--- src/bst_defs.vh ---
`ifndef BST_DEFS_VH
`define BST_DEFS_VH
// TAP controller states
`define BST_S_RESET 4'h0
`define BST_S_IDLE 4'h1
`define BST_S_SEL_DR 4'h2
`define BST_S_CAP_DR 4'h3
`define BST_S_SHF_DR 4'h4
`define BST_S_EX1_DR 4'h5
`define BST_S_PAU_DR 4'h6
`define BST_S_EX2_DR 4'h7
`define BST_S_UPD_DR 4'h8
`define BST_S_SEL_IR 4'h9
`define BST_S_CAP_IR 4'hA
`define BST_S_SHF_IR 4'hB
`define BST_S_EX1_IR 4'hC
`define BST_S_PAU_IR 4'hD
`define BST_S_EX2_IR 4'hE
`define BST_S_UPD_IR 4'hF
// Instruction register
`define BST_IR_W 3
`define BST_IR_CAP_PAT 2'h1
// Default instruction codes
`define BST_OP_EXTEST 3'h0
`define BST_OP_IDCODE 3'h1
`define BST_OP_SAMPLE_Z 3'h2
`define BST_OP_SAMPLE 3'h4
`define BST_OP_BYPASS 3'h7
// Identification register
`define BST_ID_W 32
`define BST_ID_VALUE 32'h0000_0001
// Boundary chain
`define BST_BSR_LEN 109
`define BST_BSR_OE_BIT 108
`endif

--- src/bst_tap.v ---
// What this block does
// - TMS and TDI sampled on TCK rise; TDO changes only on TCK fall.
// - Serial data enters each scan register at MSB, leaves at LSB.
// - Current instruction selects which data register sits between TDI and TDO.
// - TDO driven only in shift states; otherwise high impedance.
// - Five TCK rises with TMS high reset the TAP, memory unaffected.
// - Power-up reset puts TAP in reset with TDO released.
// - At most one scan register connects TDI to TDO at a time.
// - Instruction register loads identification code at power up and TAP reset.
// - Capture-IR loads 01 into the two low instruction bits.
// - Bypass register is one bit, cleared when bypass executes.
// - Boundary chain has one cell per pin plus reserved no-connect cells.
// - Capture-DR loads pin ring into chain; Shift-DR shifts it.
// - Extest, sample/preload and sample-Z select the boundary chain.
// - Identification instruction captures hardwired 32-bit value in Capture-DR.
// - Identification instruction shifts that value out in Shift-DR.
// - Instruction shifted in Shift-IR takes effect only at Update-IR.
// - Sample-Z holds the output bus in high impedance until next instruction.
// - Extest drives preloaded boundary values onto system output pins.
// - Chain bit 108 enables output bus under extest; presets high on reset.
// - Bypass instruction puts the one-bit bypass register in the shift path.
`timescale 1ns/1ps
`include "bst_defs.vh"
module bst_tap #(
  parameter BSR_LEN = `BST_BSR_LEN,
  parameter [`BST_IR_W-1:0] OP_EXTEST = `BST_OP_EXTEST,
  parameter [`BST_IR_W-1:0] OP_IDCODE = `BST_OP_IDCODE,
  parameter [`BST_IR_W-1:0] OP_SAMPLE_Z = `BST_OP_SAMPLE_Z,
  parameter [`BST_IR_W-1:0] OP_SAMPLE = `BST_OP_SAMPLE,
  parameter [`BST_IR_W-1:0] OP_BYPASS = `BST_OP_BYPASS,
  // Arbitrary identification value
  parameter [`BST_ID_W-1:0] ID_VALUE = `BST_ID_VALUE
) (
  input wire clk,
  input wire srst,
  input wire tck,
  input wire tms,
  input wire tdi,
  input wire [BSR_LEN-1:0] pin_ring,
  output reg tdo_o,
  output reg tdo_oe,
  output reg [BSR_LEN-1:0] bsr_update_ff,
  output reg extest_drive_ff,
  output reg out_bus_hiz_ff
);
  // ----------------------------------------
  // Pin synchronisers and TCK edges
  // ----------------------------------------
  reg [1:0] tck_sync_ff;
  reg [1:0] tms_sync_ff;
  reg [1:0] tdi_sync_ff;
  reg tck_prev_ff;
  wire tck_rise;
  wire tck_fall;
  always @(posedge clk) begin
    if (srst) begin
      tck_sync_ff <= 2'h0;
      tms_sync_ff <= 2'h3;
      tdi_sync_ff <= 2'h3;
      tck_prev_ff <= 1'b0;
    end else begin
      tck_sync_ff <= {tck_sync_ff[0], tck};
      tms_sync_ff <= {tms_sync_ff[0], tms};
      tdi_sync_ff <= {tdi_sync_ff[0], tdi};
      tck_prev_ff <= tck_sync_ff[1];
    end
  end
  assign tck_rise = tck_sync_ff[1] & ~tck_prev_ff;
  assign tck_fall = ~tck_sync_ff[1] & tck_prev_ff;
  wire tms_s = tms_sync_ff[1];
  wire tdi_s = tdi_sync_ff[1];

  // ----------------------------------------
  // Pin ring synchroniser
  // ----------------------------------------
  reg [BSR_LEN-1:0] ring_meta_ff;
  reg [BSR_LEN-1:0] ring_sync_ff;
  always @(posedge clk) begin
    if (srst) begin
      ring_meta_ff <= {BSR_LEN{1'b0}};
      ring_sync_ff <= {BSR_LEN{1'b0}};
    end else begin
      ring_meta_ff <= pin_ring;
      ring_sync_ff <= ring_meta_ff;
    end
  end

  // ----------------------------------------
  // TAP state machine
  // ----------------------------------------
  localparam [3:0] S_RESET = `BST_S_RESET;
  localparam [3:0] S_IDLE = `BST_S_IDLE;
  localparam [3:0] S_SEL_DR = `BST_S_SEL_DR;
  localparam [3:0] S_CAP_DR = `BST_S_CAP_DR;
  localparam [3:0] S_SHF_DR = `BST_S_SHF_DR;
  localparam [3:0] S_EX1_DR = `BST_S_EX1_DR;
  localparam [3:0] S_PAU_DR = `BST_S_PAU_DR;
  localparam [3:0] S_EX2_DR = `BST_S_EX2_DR;
  localparam [3:0] S_UPD_DR = `BST_S_UPD_DR;
  localparam [3:0] S_SEL_IR = `BST_S_SEL_IR;
  localparam [3:0] S_CAP_IR = `BST_S_CAP_IR;
  localparam [3:0] S_SHF_IR = `BST_S_SHF_IR;
  localparam [3:0] S_EX1_IR = `BST_S_EX1_IR;
  localparam [3:0] S_PAU_IR = `BST_S_PAU_IR;
  localparam [3:0] S_EX2_IR = `BST_S_EX2_IR;
  localparam [3:0] S_UPD_IR = `BST_S_UPD_IR;
  reg [3:0] state_ff;
  reg [3:0] nxt_state;
  always @* begin
    case (state_ff)
      S_RESET: nxt_state = tms_s ? S_RESET : S_IDLE;
      S_IDLE: nxt_state = tms_s ? S_SEL_DR : S_IDLE;
      S_SEL_DR: nxt_state = tms_s ? S_SEL_IR : S_CAP_DR;
      S_CAP_DR: nxt_state = tms_s ? S_EX1_DR : S_SHF_DR;
      S_SHF_DR: nxt_state = tms_s ? S_EX1_DR : S_SHF_DR;
      S_EX1_DR: nxt_state = tms_s ? S_UPD_DR : S_PAU_DR;
      S_PAU_DR: nxt_state = tms_s ? S_EX2_DR : S_PAU_DR;
      S_EX2_DR: nxt_state = tms_s ? S_UPD_DR : S_SHF_DR;
      S_UPD_DR: nxt_state = tms_s ? S_SEL_DR : S_IDLE;
      S_SEL_IR: nxt_state = tms_s ? S_RESET : S_CAP_IR;
      S_CAP_IR: nxt_state = tms_s ? S_EX1_IR : S_SHF_IR;
      S_SHF_IR: nxt_state = tms_s ? S_EX1_IR : S_SHF_IR;
      S_EX1_IR: nxt_state = tms_s ? S_UPD_IR : S_PAU_IR;
      S_PAU_IR: nxt_state = tms_s ? S_EX2_IR : S_PAU_IR;
      S_EX2_IR: nxt_state = tms_s ? S_UPD_IR : S_SHF_IR;
      S_UPD_IR: nxt_state = tms_s ? S_SEL_DR : S_IDLE;
      default: nxt_state = S_RESET;
    endcase
  end

  always @(posedge clk) begin
    if (srst) begin
      state_ff <= S_RESET;
    end else if (tck_rise) begin
      state_ff <= nxt_state;
    end
  end

  // Entering or staying in reset, whatever the path
  wire enter_reset = tck_rise & (nxt_state == S_RESET);

  // ----------------------------------------
  // Instruction decode
  // ----------------------------------------
  function op_is;
    input [`BST_IR_W-1:0] cur;
    input [`BST_IR_W-1:0] code;
    begin
      op_is = (cur == code);
    end
  endfunction

  reg [`BST_IR_W-1:0] ir_shift_ff;
  reg [`BST_IR_W-1:0] ir_ff;
  wire sel_ext = op_is(ir_ff, OP_EXTEST);
  wire sel_hiz = op_is(ir_ff, OP_SAMPLE_Z);
  wire sel_bsr = sel_ext | op_is(ir_ff, OP_SAMPLE) | sel_hiz;
  wire sel_id = op_is(ir_ff, OP_IDCODE);
  // Reserved codes fall back to bypass
  wire sel_byp = ~sel_bsr & ~sel_id;

  always @(posedge clk) begin
    if (srst) begin
      ir_shift_ff <= OP_IDCODE;
      ir_ff <= OP_IDCODE;
    end else if (tck_rise) begin
      if (state_ff == S_CAP_IR)
        ir_shift_ff <= {ir_ff[`BST_IR_W-1], `BST_IR_CAP_PAT};
      else if (state_ff == S_SHF_IR)
        ir_shift_ff <= {tdi_s, ir_shift_ff[`BST_IR_W-1:1]};
      if (enter_reset)
        ir_ff <= OP_IDCODE;
      else if (state_ff == S_UPD_IR)
        ir_ff <= ir_shift_ff;
    end
  end

  // ----------------------------------------
  // Scan registers
  // ----------------------------------------
  reg [`BST_ID_W-1:0] id_shift_ff;
  reg [BSR_LEN-1:0] bsr_shift_ff;
  reg byp_ff;

  always @(posedge clk) begin
    if (srst) begin
      id_shift_ff <= {`BST_ID_W{1'b0}};
    end else if (tck_rise & sel_id) begin
      if (state_ff == S_CAP_DR)
        id_shift_ff <= ID_VALUE;
      else if (state_ff == S_SHF_DR)
        id_shift_ff <= {tdi_s, id_shift_ff[`BST_ID_W-1:1]};
    end
  end

  always @(posedge clk) begin
    if (srst) begin
      bsr_shift_ff <= {BSR_LEN{1'b0}};
    end else if (tck_rise & sel_bsr) begin
      if (state_ff == S_CAP_DR)
        bsr_shift_ff <= ring_sync_ff;
      else if (state_ff == S_SHF_DR)
        bsr_shift_ff <= {tdi_s, bsr_shift_ff[BSR_LEN-1:1]};
    end
  end

  always @(posedge clk) begin
    if (srst) begin
      byp_ff <= 1'b0;
    end else if (tck_rise & sel_byp) begin
      if (state_ff == S_CAP_DR)
        byp_ff <= 1'b0;
      else if (state_ff == S_SHF_DR)
        byp_ff <= tdi_s;
    end
  end

  // ----------------------------------------
  // Preload latches
  // ----------------------------------------
  always @(posedge clk) begin
    if (srst) begin
      bsr_update_ff <= {BSR_LEN{1'b0}};
      bsr_update_ff[`BST_BSR_OE_BIT] <= 1'b1;
    end else if (tck_rise) begin
      if (enter_reset)
        bsr_update_ff[`BST_BSR_OE_BIT] <= 1'b1;
      else if ((state_ff == S_UPD_DR) & sel_bsr)
        bsr_update_ff <= bsr_shift_ff;
    end
  end

  // ----------------------------------------
  // TDO on falling TCK
  // ----------------------------------------
  reg nxt_tdo;
  always @* begin
    if (state_ff == S_SHF_IR)
      nxt_tdo = ir_shift_ff[0];
    else if (sel_id)
      nxt_tdo = id_shift_ff[0];
    else if (sel_bsr)
      nxt_tdo = bsr_shift_ff[0];
    else
      nxt_tdo = byp_ff;
  end
  wire shifting = (state_ff == S_SHF_IR) | (state_ff == S_SHF_DR);

  always @(posedge clk) begin
    if (srst) begin
      tdo_o <= 1'b0;
    end else if (tck_fall) begin
      tdo_o <= shifting ? nxt_tdo : 1'b0;
    end
  end

  always @(posedge clk) begin
    if (srst) begin
      tdo_oe <= 1'b0;
    end else if (tck_fall) begin
      tdo_oe <= shifting;
    end
  end

  // ----------------------------------------
  // System pin control
  // ----------------------------------------
  always @(posedge clk) begin
    if (srst) begin
      extest_drive_ff <= 1'b0;
    end else begin
      extest_drive_ff <= sel_ext;
    end
  end

  always @(posedge clk) begin
    if (srst) begin
      out_bus_hiz_ff <= 1'b0;
    end else begin
      out_bus_hiz_ff <= sel_hiz | (sel_ext & ~bsr_update_ff[`BST_BSR_OE_BIT]);
    end
  end
endmodule // bst_tap

--- config.mk ---
export PLATFORM = sky130hd
export DESIGN_NAME = bst_tap
export DESIGN_NICKNAME = d
export VERILOG_FILES = /design/src/bst_tap.v
export VERILOG_INCLUDE_DIRS = /design/src
export SDC_FILE = /design/constraint.sdc
export NUM_CORES = 1
export LEC_CHECK = 0
export ABC_AREA = 1
export BUFFER_PORTS_ARGS = -buffer_cell sky130_fd_sc_hd__buf_2
export CORE_AREA = 2 2 196 198
export DETAILED_ROUTE_END_ITERATION = 16
export DIE_AREA = 0 0 198 200
export SLEW_MARGIN = 20
export SYNTH_ARGS = -nofsm -noshare
export SYNTH_HDL_FRONTEND = slang
export SYNTH_SLANG_ARGS = --single-unit
--- constraint.sdc ---
create_clock -name clk -period 2.2 [get_ports clk]
set_clock_uncertainty 0.15 [all_clocks]
set_input_delay 0.11 -clock clk [delete_from_list [all_inputs] [get_ports clk]]
set_output_delay 0.11 -clock clk [all_outputs]
set_load 0.01 [all_outputs]
==> out/metrics.yaml <==
floorplanning:
  dieWidth_um: 198
  start_util_pct: 44.4
  num_rows: 71
  fp.dieH_um: 200
  die-area_um2: 39600
  core-area_um2: 37400
  io_pins: 227
critical_path:
  crit_path_max_fanout: 25
  start_kind: "flop"
  r2r_cells: 9
  r2r-start: "state_ff[3]"
  critPathKind: "flop to flop"
  cp-end-kind: "flop"
  crit_path_start: "state_ff[3]"
  cp.arrival_ns: 2.36
  required_ns: 2.51
synth:
  synth_top_family_by_area: "simple AND/OR/NAND/NOR gates"
  synth_edf_count: 0
  netlist_area_um2: 16600
  synth-seq-cells: 490
  syn_inst: 2065
  synthSimpleGateAreaFrac_pct: 18.8
  synth_top_area_share_pct: 59.0
  async_flop_share_pct: 0
  synthXorXnorAreaFrac_pct: 0
  synthAdderAreaFrac_pct: 0
  synth.area.mux_share_pct: 0
  ys_types: 32
  syn-num-nets: 2179
  ys_seq_area_share_pct: 59.0
  synth_area_leaders: "dfxtp_1 59%, nor2_1 10%, nand2_1 6.3%"
  syn_area_per_cell_um2: 8.05
  synth-compound-area-share_pct: 12.8
  ys_top_cells_by_count: "490 x dfxtp_1, 448 x nor2_1, 279 x nand2_1, 246 x inv_1, 209 x o21ai_0"
  yosys.cell_count.top_type: "dfxtp_1"
  synth_top_cell_by_area: "dfxtp_1"
  synth-main-ff-cell: "dfxtp_1"
  ys_warn_count: 0
cts:
  cts_root_buf: "clkbuf_16"
  clock_sinks: 490
  cts_buffers: 50
  cts_tree: "yes"
  clock_path_buffers: 3
  clkTransAtPathRegs_ns: 0.06
  insertion_delay_ns: 0.57
  htreeDepth: 2
route:
  postRouteAntennaNets: 0
  dr.pass1.iters: 5
  drc: 0
  drt_wl_total_um: 38700
  vias: 13700
  drt_iter0_drc: 817
  post_drt_via_cell_ratio: 4.69
  routedWlPerCell_um: 13.3
pwr:
  peakVddDrop_mv: 0.528
  power_density_nw_per_um2: 871
  p_leak_nw: 9.77
global_routing:
  grt_max_degree: 118
  grt_overflow: 0
  grt_pass1_wl_um: 61800
  first_global_vias: 12600
  grtUsageTotal_pct: 19.1
  antenna_found_initial: 0
sta:
  drv_slew: 0
  setup_violations: 0
  min_period_ns: 2.06
  fmax_ghz: 0.486
  hold_viol: 0
  finalSetupTns_ns: 0
  slew_headroom_pct: 65.4
  fin_crit_sh_pct: 93.5
  tightest_slew_ns: 0.519
run_status:
  outcome: "finished, final reports clean"
placed_design:
  portBuffers: 226
  gp_congestion: 0.834
  detailedPlacementHpwl_um: 23300
  place_inst: 2699
job:
  cap_violations: 0
min_path:
  min_path_cells: 4
  hp-class: "input port to flop"
  hold_start: "pin_ring[9]"
layout:
  layoutNonFillerInstCount: 2916
  areaGrowthSynthToFinish_pct: 28.1
  drive_above_1_share_pct: 15.4
  finalNetCount: 2482
  n_antenna_cell: 0
[worst max-delay path: stages, from the launching register on]
cell     delay (ns)
dfxtp_1        0.45
inv_2          0.10
nor2_2         0.18
nand2_1        0.15
nor3_4         0.17
buf_4          0.21
inv_4          0.06
buf_4          0.22
nor2_1         0.17
nor2_1         0.07
[logic make-up (layout without fill, tap and decap cells)]
family,Yosys count,count (layout)
AO/OA/AOI/OAI,393,393
buffers and inverters,384,724
flip-flops,490,490
AND/OR/NAND/NOR,798,798
[routing by layer]
metal | vias to the layer above | GRT usage (%) | part of all wire [%] | routed length (um)
met5 | - | 0 | 0 | 0
met4 | 0 | 7.10 | 2.3 | 895
met3 | 56 | 3.29 | 4.7 | 1830
met2 | 321 | 30.9 | 45 | 17500
met1 | 6218 | 25.7 | 48 | 18500
li1 | 7090 | - | - | -
[sequential cells by signal (all words and copies together), names as in the netlist, 2 cells and up]
signal         count
bsr_shift_ff     109
bsr_update_ff    109
ring_meta_ff     109
ring_sync_ff     109
id_shift_ff       32
state_ff           4
ir_ff              3
ir_shift_ff        3
tck_sync_ff        2
tdi_sync_ff        2
tms_sync_ff        2
[path summary, 6_finish.rpt]
| check | slack [ns] | endpoint |
|---|---|---|
| max | 0.14 | bsr_update_ff[85] |
| min | 0.12 | ring_meta_ff[9] |
| max reg2reg | 0.14 | bsr_update_ff[85] |
| min reg2reg | 0.25 | ring_sync_ff[102] |
[report_power, final]
group          internal, W  switching (W)
registers          0.00908      0.0000605
logic             0.000347       0.000376
clock network      0.00534        0.00334
total               0.0148        0.00377
[metrics by stage]
step                setup slack, ns  utilization [%]  area, um2  total power, W  hold slack, ns
floorplan                     0.455                -      16600         0.00965          0.0638
global placement              0.156             48.7      18200         0.00988           0.148
detailed placement            0.157             48.7      18200         0.00989           0.151
CTS                          0.0931             56.7      21200          0.0188          0.0923
global route              -0.000755             56.9      21300          0.0192           0.111
finish                        0.144             56.9      21300          0.0185           0.121
[cells in the final DEF (no fill, tap or decap), types with 8 or more instances in the layout]
cell           synthesis  layout
a21oi_1               43      43
a31oi_1              109     109
buf_12                 0      15
buf_2                 35     225
buf_4                  5      16
clkbuf_1              84       8
clkbuf_16              0      55
clkbuf_8               0      16
clkinv_2               0       8
dfxtp_1              490     489
dlygate4sd3_1          0     124
inv_1                246     245
nand2_1              279     279
nand3_1               41      41
nor2_1               448     446
nor2_2                12      13
o21ai_0              209     209
o21ai_1               20      20
[area by class of cell]
cell class                 count  area [um2]
fill                        3455       16100
sequential                   490        9810
multi-input combinational   1191        5280
timing repair buffer         385        2870
clock buffer                  76        1560
inverter                     250         948
tap                          511         639
clock inverter                13         169
[what timing repair did]
item,CTS,global route
setup buffers,0,2
endpoints found under the hold margin,150,0
hold buffers,124,0
gates resized for setup,0,10
endpoints found under the setup margin,0,38
Power figures use the tool's default switching activity.
